<file path="src/verilog/sbts_map.vh">
// Constants for the sensor bus timing sequencer: bus address, commands, delays.
// Assumes the includer works at the core clock rate given by SBTS_CLK_MHZ.
`ifndef SBTS_MAP_VH
`define SBTS_MAP_VH

`define SBTS_CLK_MHZ        24'h0000fa
`define SBTS_DEV_ADDR       7'h70
`define SBTS_CMD_MEAS_CS_T  16'h7ca2
`define SBTS_CMD_MEAS_CS_H  16'h5c24
`define SBTS_CMD_MEAS_T     16'h7866
`define SBTS_CMD_MEAS_H     16'h58e0
`define SBTS_CMD_SOFT_RST   16'h805d
`define SBTS_CMD_READ_ID    16'hefc8
// Delays: power-up and soft reset in us, measurement in units of 0.1 ms; all 24 bits wide
`define SBTS_PU_TYP_US      24'h0000b6
`define SBTS_PU_MAX_US      24'h0000ef
`define SBTS_SR_TYP_US      24'h0000ad
`define SBTS_SR_MAX_US      24'h0000e6
`define SBTS_MEAS_TYP_100US 24'h00006c
`define SBTS_MEAS_MAX_100US 24'h000090
// Cycle counts; typical figures are used, each below its maximum
`define SBTS_PU_CYC         (`SBTS_PU_TYP_US * `SBTS_CLK_MHZ)
`define SBTS_SR_CYC         (`SBTS_SR_TYP_US * `SBTS_CLK_MHZ)
`define SBTS_MEAS_CYC       (`SBTS_MEAS_TYP_100US * 24'h000064 * `SBTS_CLK_MHZ)
`define SBTS_SAMP_BYTES     6

`endif

</file>
<file path="src/verilog/sbts_result_mem.v">
// Small result memory: six bytes of measurement or ID readout, registered read.
// Assumes one writer and one reader on the core clock.
`timescale 1ns/1ps
`default_nettype none

module sbts_result_mem #(
	parameter DEPTH = 6,
	parameter AW    = 3
) (
	input  wire          clk_i,
	input  wire          we_i,
	input  wire [AW-1:0] waddr_i,
	input  wire [7:0]    wdata_i,
	input  wire [AW-1:0] raddr_i,
	output reg  [7:0]    rdata_o
);
	reg [7:0] mem [0:DEPTH-1];

	// Write port and registered read port
	always @(posedge clk_i) begin
		if (we_i) begin
			mem[waddr_i] <= wdata_i;
		end
		rdata_o <= mem[raddr_i];
	end
endmodule // sbts_result_mem

`default_nettype wire

</file>
<file path="src/verilog/sbts_sequencer.v">
// Bus target and timing sequencer of a humidity/temperature sensor.
// Assumes pull-ups on both bus wires; the master only drives low.
// Functional notes
// (RULE_01) After power-on reset release the sensor is idle within 239 us (typ 182 us).
// (RULE_02) After acknowledging soft reset the sensor is idle within 230 us (typ 173 us).
// (RULE_03) A measurement completes within 14.4 ms (typ 10.8 ms).
// (RULE_04) The master keeps the clock between 0 and 400 kHz; any such rate works.
// (RULE_05) With stretching enabled the sensor may hold the clock low; the master waits.
// (RULE_06) The master only pulls the bus wires low and relies on pull-ups for high.
// (RULE_07) A measurement begins at the acknowledge of the last command byte.
// (RULE_08) While measuring, headers are not acknowledged unless stretching was chosen.
// (RULE_09) With stretching, a read header while measuring is acked and the clock held low.
// (RULE_10) Soft reset while idle reinitialises state and reloads calibration.
// (RULE_11) Delays are timed by counters sized for their maximum values.
`timescale 1ns/1ps
`default_nettype none
`include "sbts_map.vh"

module sbts_sequencer #(
	parameter [23:0] PU_CYC   = `SBTS_PU_CYC,
	parameter [23:0] SR_CYC   = `SBTS_SR_CYC,
	parameter [23:0] MEAS_CYC = `SBTS_MEAS_CYC,
	parameter [15:0] ID_WORD  = 16'h0007 // Arbitrary value
) (
	input  wire        clk_i,
	input  wire        rst_b_i,
	input  wire        scl_i,
	output wire        scl_o,
	output wire        scl_oe_o,
	input  wire        sda_i,
	output wire        sda_o,
	output wire        sda_oe_o,
	input  wire [15:0] hum_i,
	input  wire [15:0] temp_i,
	output reg         idle_o,
	output reg         measuring_o,
	output reg         calib_load_o
);
	localparam ST_PWR  = 3'd0;
	localparam ST_IDLE = 3'd1;
	localparam ST_MEAS = 3'd2;
	localparam ST_SRST = 3'd3;
	localparam BS_IDLE = 3'd0;
	localparam BS_ADDR = 3'd1;
	localparam BS_WR   = 3'd2;
	localparam BS_RD   = 3'd3;
	localparam BS_MACK = 3'd4;
	localparam BS_IGN  = 3'd5;

	// CRC-8, polynomial 0x31, init 0xff over two bytes
	function [7:0] crc8;
		input [15:0] d;
		integer i;
		reg [7:0] c;
		begin
			c = 8'hff;
			for (i = 15; i >= 0; i = i - 1) begin
				if (c[7] ^ d[i])
					c = {c[6:0], 1'b0} ^ 8'h31;
				else
					c = {c[6:0], 1'b0};
			end
			crc8 = c;
		end
	endfunction

	// Two-stage synchronisers for both bus wires
	reg [1:0] scl_s_q;
	reg [1:0] sda_s_q;
	reg       scl_d1_q;
	reg       sda_d1_q;
	always @(posedge clk_i or negedge rst_b_i) begin
		if (!rst_b_i) begin
			scl_s_q  <= 2'b11;
			sda_s_q  <= 2'b11;
			scl_d1_q <= 1'b1;
			sda_d1_q <= 1'b1;
		end else begin
			scl_s_q  <= {scl_s_q[0], scl_i};
			sda_s_q  <= {sda_s_q[0], sda_i};
			scl_d1_q <= scl_s_q[1];
			sda_d1_q <= sda_s_q[1];
		end
	end
	wire scl_w  = scl_s_q[1];
	wire sda_w  = sda_s_q[1];
	wire scl_r  = scl_w & ~scl_d1_q;
	wire scl_f  = ~scl_w & scl_d1_q;
	wire start  = scl_w & scl_d1_q & ~sda_w & sda_d1_q;
	wire stop   = scl_w & scl_d1_q & sda_w & ~sda_d1_q;

	reg  [2:0]  st_q;
	reg  [23:0] tmr_q;
	reg         stretch_q;
	reg  [2:0]  bs_q;
	reg  [3:0]  bit_q;
	reg  [7:0]  sh_q;
	reg         ack_q;
	reg         ack_done_q;
	reg         cmd_hi_q;
	reg  [7:0]  cmd_h_q;
	reg  [1:0]  wcnt_q;
	reg         hold_q;
	reg  [2:0]  rp_q;
	reg  [2:0]  wp_q;
	reg         we_q;
	reg  [7:0]  wd_q;
	reg         sda_low_q;
	wire [7:0]  rd_w;
	wire [15:0] cmd_w = {cmd_h_q, sh_q};
	wire        meas  = (st_q == ST_MEAS);

	sbts_result_mem #(.DEPTH(`SBTS_SAMP_BYTES), .AW(3)) u_mem (
		.clk_i   (clk_i),
		.we_i    (we_q),
		.waddr_i (wp_q),
		.wdata_i (wd_q),
		.raddr_i (rp_q),
		.rdata_o (rd_w)
	);

	// Clock stretch and bus drive; high comes from pull-ups only
	assign scl_o    = 1'b0;
	assign scl_oe_o = hold_q & ~scl_w; // RULE_05
	assign sda_o    = 1'b0;
	assign sda_oe_o = sda_low_q;

	// Sequencer and bus target
	always @(posedge clk_i or negedge rst_b_i) begin
		if (!rst_b_i) begin
			st_q <= ST_PWR; tmr_q <= 24'h0; stretch_q <= 1'b0; bs_q <= BS_IDLE;
			bit_q <= 4'h0; sh_q <= 8'h0; ack_q <= 1'b0; ack_done_q <= 1'b0;
			cmd_hi_q <= 1'b0; cmd_h_q <= 8'h0; wcnt_q <= 2'd0; hold_q <= 1'b0;
			rp_q <= 3'd0; wp_q <= 3'd0; we_q <= 1'b0; wd_q <= 8'h0;
			sda_low_q <= 1'b0; idle_o <= 1'b0; measuring_o <= 1'b0;
			calib_load_o <= 1'b0;
		end else begin
			we_q         <= 1'b0;
			calib_load_o <= 1'b0;
			idle_o       <= (st_q == ST_IDLE);
			measuring_o  <= meas;
			case (st_q)
				ST_PWR, ST_SRST: begin
					tmr_q <= tmr_q + 24'd1; // RULE_11
					if (tmr_q >= ((st_q == ST_PWR) ? PU_CYC : SR_CYC)) begin // RULE_01 RULE_02
						st_q <= ST_IDLE;
						tmr_q <= 24'h0;
					end
				end
				ST_MEAS: begin
					tmr_q <= tmr_q + 24'd1;
					if (tmr_q >= MEAS_CYC) begin // RULE_03
						st_q <= ST_IDLE;
						tmr_q <= 24'h0;
						hold_q <= 1'b0; // RULE_09
					end
					// Fill results: order chosen by the command's second bit pattern
					if (tmr_q[2:0] == 3'd0 && tmr_q[23:3] < 21'd6) begin
						we_q <= 1'b1;
						wp_q <= tmr_q[5:3];
						case (tmr_q[5:3])
							3'd0: wd_q <= ack_done_q ? hum_i[15:8] : temp_i[15:8];
							3'd1: wd_q <= ack_done_q ? hum_i[7:0] : temp_i[7:0];
							3'd2: wd_q <= crc8(ack_done_q ? hum_i : temp_i);
							3'd3: wd_q <= ack_done_q ? temp_i[15:8] : hum_i[15:8];
							3'd4: wd_q <= ack_done_q ? temp_i[7:0] : hum_i[7:0];
							default: wd_q <= crc8(ack_done_q ? temp_i : hum_i);
						endcase
					end
				end
				default: tmr_q <= 24'h0;
			endcase

			// Bus protocol on synchronised edges
			if (start) begin
				bs_q <= (st_q == ST_PWR || st_q == ST_SRST) ? BS_IGN : BS_ADDR;
				bit_q <= 4'd0; sda_low_q <= 1'b0; ack_q <= 1'b0;
			end else if (stop) begin
				bs_q <= BS_IDLE; sda_low_q <= 1'b0; cmd_hi_q <= 1'b0;
			end else if (scl_r && (bs_q == BS_ADDR || bs_q == BS_WR) && !ack_q) begin
				sh_q <= {sh_q[6:0], sda_w};
				bit_q <= bit_q + 4'd1;
			end else if (scl_r && bs_q == BS_MACK) begin
				bs_q <= sda_w ? BS_IGN : BS_RD; // Master NACK ends readout
				if (rp_q == 3'd5) bs_q <= BS_IGN;
				else rp_q <= rp_q + 3'd1;
				bit_q <= 4'd0;
			end else if (scl_f) begin
				if (ack_q) begin
					ack_q <= 1'b0;
					sda_low_q <= 1'b0;
					bit_q <= 4'd0;
					if (bs_q == BS_RD) begin
						sda_low_q <= ~rd_w[7];
						sh_q <= {rd_w[6:0], 1'b0};
						bit_q <= 4'd1;
					end
				end else if (bs_q == BS_RD) begin
					if (bit_q == 4'd8) begin
						sda_low_q <= 1'b0;
						bs_q <= BS_MACK;
					end else if (bit_q == 4'd0) begin
						// Byte after a master ACK comes fresh from the memory
						sda_low_q <= ~rd_w[7];
						sh_q <= {rd_w[6:0], 1'b0};
						bit_q <= 4'd1;
					end else begin
						sda_low_q <= ~sh_q[7];
						sh_q <= {sh_q[6:0], 1'b0};
						bit_q <= bit_q + 4'd1;
					end
				end else if (bit_q == 4'd8 && bs_q == BS_ADDR) begin
					if (sh_q[7:1] == `SBTS_DEV_ADDR && (!meas || (stretch_q && sh_q[0]))) begin // RULE_08
						ack_q <= 1'b1;
						sda_low_q <= 1'b1;
						bs_q <= sh_q[0] ? BS_RD : BS_WR;
						rp_q <= 3'd0;
						cmd_hi_q <= 1'b0;
						hold_q <= meas & sh_q[0]; // RULE_09
					end else begin
						bs_q <= BS_IGN;
					end
				end else if (bit_q == 4'd8 && bs_q == BS_WR) begin
					ack_q <= 1'b1;
					sda_low_q <= 1'b1;
					if (!cmd_hi_q) begin
						cmd_h_q <= sh_q;
						cmd_hi_q <= 1'b1;
					end else begin
						cmd_hi_q <= 1'b0;
						if (cmd_w == `SBTS_CMD_MEAS_CS_T || cmd_w == `SBTS_CMD_MEAS_CS_H ||
							cmd_w == `SBTS_CMD_MEAS_T || cmd_w == `SBTS_CMD_MEAS_H) begin
							st_q <= ST_MEAS; // RULE_07
							tmr_q <= 24'h0;
							stretch_q <= (cmd_w == `SBTS_CMD_MEAS_CS_T) ||
								(cmd_w == `SBTS_CMD_MEAS_CS_H);
							ack_done_q <= (cmd_w == `SBTS_CMD_MEAS_CS_H) ||
								(cmd_w == `SBTS_CMD_MEAS_H);
						end else if (cmd_w == `SBTS_CMD_SOFT_RST && st_q == ST_IDLE) begin
							st_q <= ST_SRST; // RULE_10
							tmr_q <= 24'h0;
							calib_load_o <= 1'b1;
							stretch_q <= 1'b0;
						end else if (cmd_w == `SBTS_CMD_READ_ID) begin
							we_q <= 1'b1;
							wp_q <= 3'd0;
							wd_q <= ID_WORD[15:8];
							cmd_h_q <= ID_WORD[7:0];
						end
					end
				end
			end
			// Second ID byte and CRC written on the following cycles
			if (we_q && !meas && wp_q == 3'd0 && wd_q == ID_WORD[15:8]) begin
				we_q <= 1'b1; wp_q <= 3'd1; wd_q <= ID_WORD[7:0];
			end else if (we_q && !meas && wp_q == 3'd1 && wd_q == ID_WORD[7:0]) begin
				we_q <= 1'b1; wp_q <= 3'd2; wd_q <= crc8(ID_WORD);
			end
		end
	end
endmodule // sbts_sequencer

`default_nettype wire

</file>
<file path="config.mk">
export PLATFORM = sky130hd
export DESIGN_NAME = sbts_sequencer
export DESIGN_NICKNAME = d
export VERILOG_FILES = /design/src/verilog/sbts_result_mem.v /design/src/verilog/sbts_sequencer.v
export VERILOG_INCLUDE_DIRS = /design/src /design/src/verilog
export SDC_FILE = /design/constraint.sdc
export NUM_CORES = 1
export LEC_CHECK = 0
export BUFFER_PORTS_ARGS = -buffer_cell sky130_fd_sc_hd__buf_2
export CAP_MARGIN = 15
export CORE_MARGIN = 1
export CORE_UTILIZATION = 30
export CTS_CLUSTER_SIZE = 14
export DETAILED_ROUTE_END_ITERATION = 7
export PLACE_DENSITY = 0.55
export SYNTH_ARGS = -nofsm -noshare
export SYNTH_HDL_FRONTEND = slang
export SYNTH_HIERARCHICAL = 1
export SYNTH_SLANG_ARGS = --single-unit
</file>
<file path="constraint.sdc">
create_clock -name clk_i -period 4 [get_ports clk_i]
set_clock_uncertainty 0.2 [all_clocks]
set_input_delay 0 -clock clk_i [delete_from_list [all_inputs] [get_ports clk_i]]
set_output_delay 0 -clock clk_i [all_outputs]
set_load 0.005 [all_outputs]
</file>
==> run_results.csv <==
group,metric,value,unit
die,core,0.0273,mm^2
logic_synthesis,synth.mux.area_fraction,9.07,%
flow_run,cap_violations,0,
setup_path,cp_max_fo,7,
logic_synthesis,synth_seq_area_share,42.8,%
global_routing,antenna_found_initial,0,
layout,post-route-util,35.1,%
setup_path,cp.required,4.09,ns
detailed_routing,wirelength,19600,um
timing,fin_crit,3.14,ns
logic_synthesis,synth-xor-area-share,13.5,%
timing,rsz0062_at_grt,"no",
timing,final-setup-viol-count,0,
setup_path,crit_path_start_kind,"flop",
setup_path,arrival,3.23,ns
setup_path,worstSetupPathType,"reg2reg",
detailed_routing,ant_nets,0,
detailed_routing,first_pass_iters,4,
detailed_routing,route.detailed.drc,0,
power_and_ir_drop,powerDensity,416,mW/mm^2
placed_design,portBuffers,40,
setup_path,crit_buf_inv,1,
logic_synthesis,syn_inst,839,
layout,layout_common_cells,"nor2_1 (76), xnor2_1 (73), dfrtp_1 (73)",
detailed_routing,drtIter0Drc,343,
clock_network,clock_path_buffers,2,
die,placementRows,60,
global_routing,grt_pass1_wl,32600,um
logic_synthesis,yosys_warnings,6,
logic_synthesis,synth-simple-area-share,16.6,%
logic_synthesis,synthArstFlopShare,58.8,%
timing,whs,-0.00296,ns
global_routing,grt_pass1_vias,6129,
detailed_routing,wl_per_cell,15.7,um
clock_network,numCtsBuffers,17,
run_status,status,"finished with violations",
layout,final_common_cell,"nor2_1",
setup_path,r2r-start,"bit_q[0]",
placed_design,dp.cells,1217,
logic_synthesis,synth_top_family_by_area,"simple AND/OR/NAND/NOR gates",
logic_synthesis,synthAdderAreaFrac,1.93,%
global_routing,overflow,0,
layout,fin_nets,916,
clock_network,cts-root-buf,"clkbuf_16",
logic_synthesis,synth-seq-cells,136,
die,io_pins,43,
logic_synthesis,synth_compound_area_share,12.1,%
timing,fmax,319,MHz
logic_synthesis,synthDistinctLibCells,78,
detailed_routing,post_drt_via_cell_ratio,4.90,
layout,multi_input_area,0.00451,mm^2
global_routing,grt_max_degree,54,
timing,drv_slew,0,
clock_network,clock_insertion_delay_worst_skew,0.41,ns
die,fp.dieH,170,um
clock_network,postCtsSetupRepairBufs,0,
layout,drive_gt1_share,14.0,%
power_and_ir_drop,p_leak,3.77,nW
layout,seq_area,0.00361,mm^2
timing,hold_viol_final,2,
layout,num_antenna_cells,0,
placed_design,dp_slack,0.836,ns
setup_path,crit_family,"simple AND/OR/NAND/NOR gates",
clock_network,h-tree-depth,4,
placed_design,place_hpwl,14200,um
setup_path,startpoint,"bit_q[0]",
die,dieArea,0.0288,mm^2
layout,fillers,2744,
setup_path,slowest_delay,0.66,ns
setup_path,cp_cell_sequence,"inv_1 > ha_1 > nand3b_1 > nor4_1 > nand3_1 > nor4_2 > or2_1 > a41oi_1 > nand2_1 > o31ai_1",
run_status,failed_checks,"hold timing",
timing,finalCritPeriodShare,78.4,%
clock_network,clock-sinks,136,
timing,worstMarginPinSlew,0.853,ns
timing,slew_headroom,42.9,%
placed_design,place.gp.congestion,0.819,
timing,worst_slack,0.863,ns
logic_synthesis,synth_flop_cell,"dfrtp_1",
die,fp.dieW,170,um
global_routing,grt_use_total,14.5,%
setup_path,crit_path_end_kind,"flop",
detailed_routing,via_count,6140,
logic_synthesis,syn_avg_cell_area,10.0,um^2
hold_path,hold_path.class,"in2async",
layout,stdcell_count,1252,
logic_synthesis,synth_edf_count,48,
setup_path,crit_slowest_cell,"nor4_2",
clock_network,cts.reportedPaths.clkPinSlew,0.06,ns
layout,layout-area-overhead-vs-synth,13.5,%
power_and_ir_drop,ir_drop,0.274,mV
die,start_util,30.9,%
timing,fin_setup_tns,0,ns
clock_network,cts_tree,"built",
logic_synthesis,syn-cell-area,0.00843,mm^2
[state kept, by name (all words and copies together) (netlist names), 4 cells and up]
register / cells
bit_q: 4
cmd_h_q: 8
u_mem/mem: 48
sh_q: 8
wd_q: 8
u_mem/rdata_o: 8
tmr_q: 24
[through the flow]
step                      power [W]  cell area, um^2
after detailed placement    0.00248             8960
after global placement      0.00248             8960
final                       0.00398             9570
after floorplan             0.00231             8440
after CTS                   0.00404             9570
after global routing        0.00420             9570
[kinds of logic (layout without fill, tap and decap cells)]
family	count (synthesis)	after routing
compound gates	156	156
xor+xnor	114	114
fa+ha+maj	13	13
buf+inv	67	105
flops	136	136
mux	70	70
other cells	1	4
simple gates	282	282
[synthesized netlist by cell type (5+ instances only)]
cell type | instances | share of area, %
a22o_1 | 9 | 0.94
xnor2_1 | 73 | 7.6
mux2_2 | 10 | 1.3
dfrtp_1 | 74 | 22
a211o_1 | 5 | 0.52
o21ai_1 | 6 | 0.36
a21oi_1 | 33 | 2.0
inv_1 | 16 | 0.71
nor2b_1 | 11 | 0.82
clkbuf_1 | 25 | 1.1
o211ai_1 | 6 | 0.53
nand4_1 | 10 | 0.74
ha_1 | 13 | 1.9
a211oi_1 | 7 | 0.62
nand2b_1 | 16 | 1.2
edfxtp_1 | 48 | 17
nand2_1 | 64 | 2.8
mux2i_1 | 55 | 6.5
nor3_1 | 32 | 1.9
a221oi_1 | 5 | 0.52
xor2_1 | 28 | 2.9
xnor3_1 | 6 | 1.6
nor4_1 | 6 | 0.45
buf_2 | 14 | 0.83
nor2_1 | 76 | 3.4
dfxtp_1 | 8 | 1.9
and3_1 | 6 | 0.45
nand3_1 | 25 | 1.5
o31ai_1 | 9 | 0.80
a31oi_1 | 5 | 0.37
dfstp_2 | 6 | 1.9
o21ai_0 | 41 | 2.4
[routing by layer]
| layer | global-route usage [%] | wire length (um) | part of all wire (%) |
|---|---|---|---|
| met1 | 19.5 | 9470 | 48 |
| met2 | 23.0 | 9190 | 47 |
| met3 | 3.15 | 619 | 3.2 |
| met4 | 4.86 | 325 | 1.7 |
| met5 | 0 | 0 | 0 |
[final cells by class]
type | count | share of cell area (%)
well taps | 372 | 4.86
clock buffers | 21 | 4.81
flip-flops and latches | 136 | 37.7
inverters | 18 | 0.706
multi-input cells | 639 | 47.1
clock inverters | 11 | 1.28
repair buffers | 55 | 3.50
[worst reg2reg max path: stages, from the launching register on]
cell and delay [ns]:
dfrtp_1 0.41, inv_1 0.08, ha_1 0.17, nand3b_1 0.22, nor4_1 0.49, nand3_1 0.21, nor4_2 0.66, or2_1 0.25
a41oi_1 0.11, nand2_1 0.15, o31ai_1 0.07
[final timing paths]
| check | slack, ns | depth (start not counted) | to |
|---|---|---|---|
| worst min register to register | 0.15 | 0 | scl_s_q[1] |
| min in group clk_i | 0.03 | 2 | sda_s_q[0] |
| worst max-delay path | 0.86 | 10 | wd_q[3] |
| max in group asynchronous | 2.74 | 3 | sda_d1_q |
| worst max register to register | 0.86 | 10 | wd_q[3] |
| worst min-delay path | -0.003 | 2 | sh_q[2] |
[power breakdown]
group	internal [W]	switching, W
sequential	0.00150	0.0000793
combinational	0.000409	0.000467
clock	0.000952	0.000578
[timing repair]
item | in CTS | in global routing
hold buffers | 3 | 0
endpoints found under the hold margin | 54 | 0
gates resized for setup | 0 | 0
No activity file was read; power rests on OpenSTA's default activity.
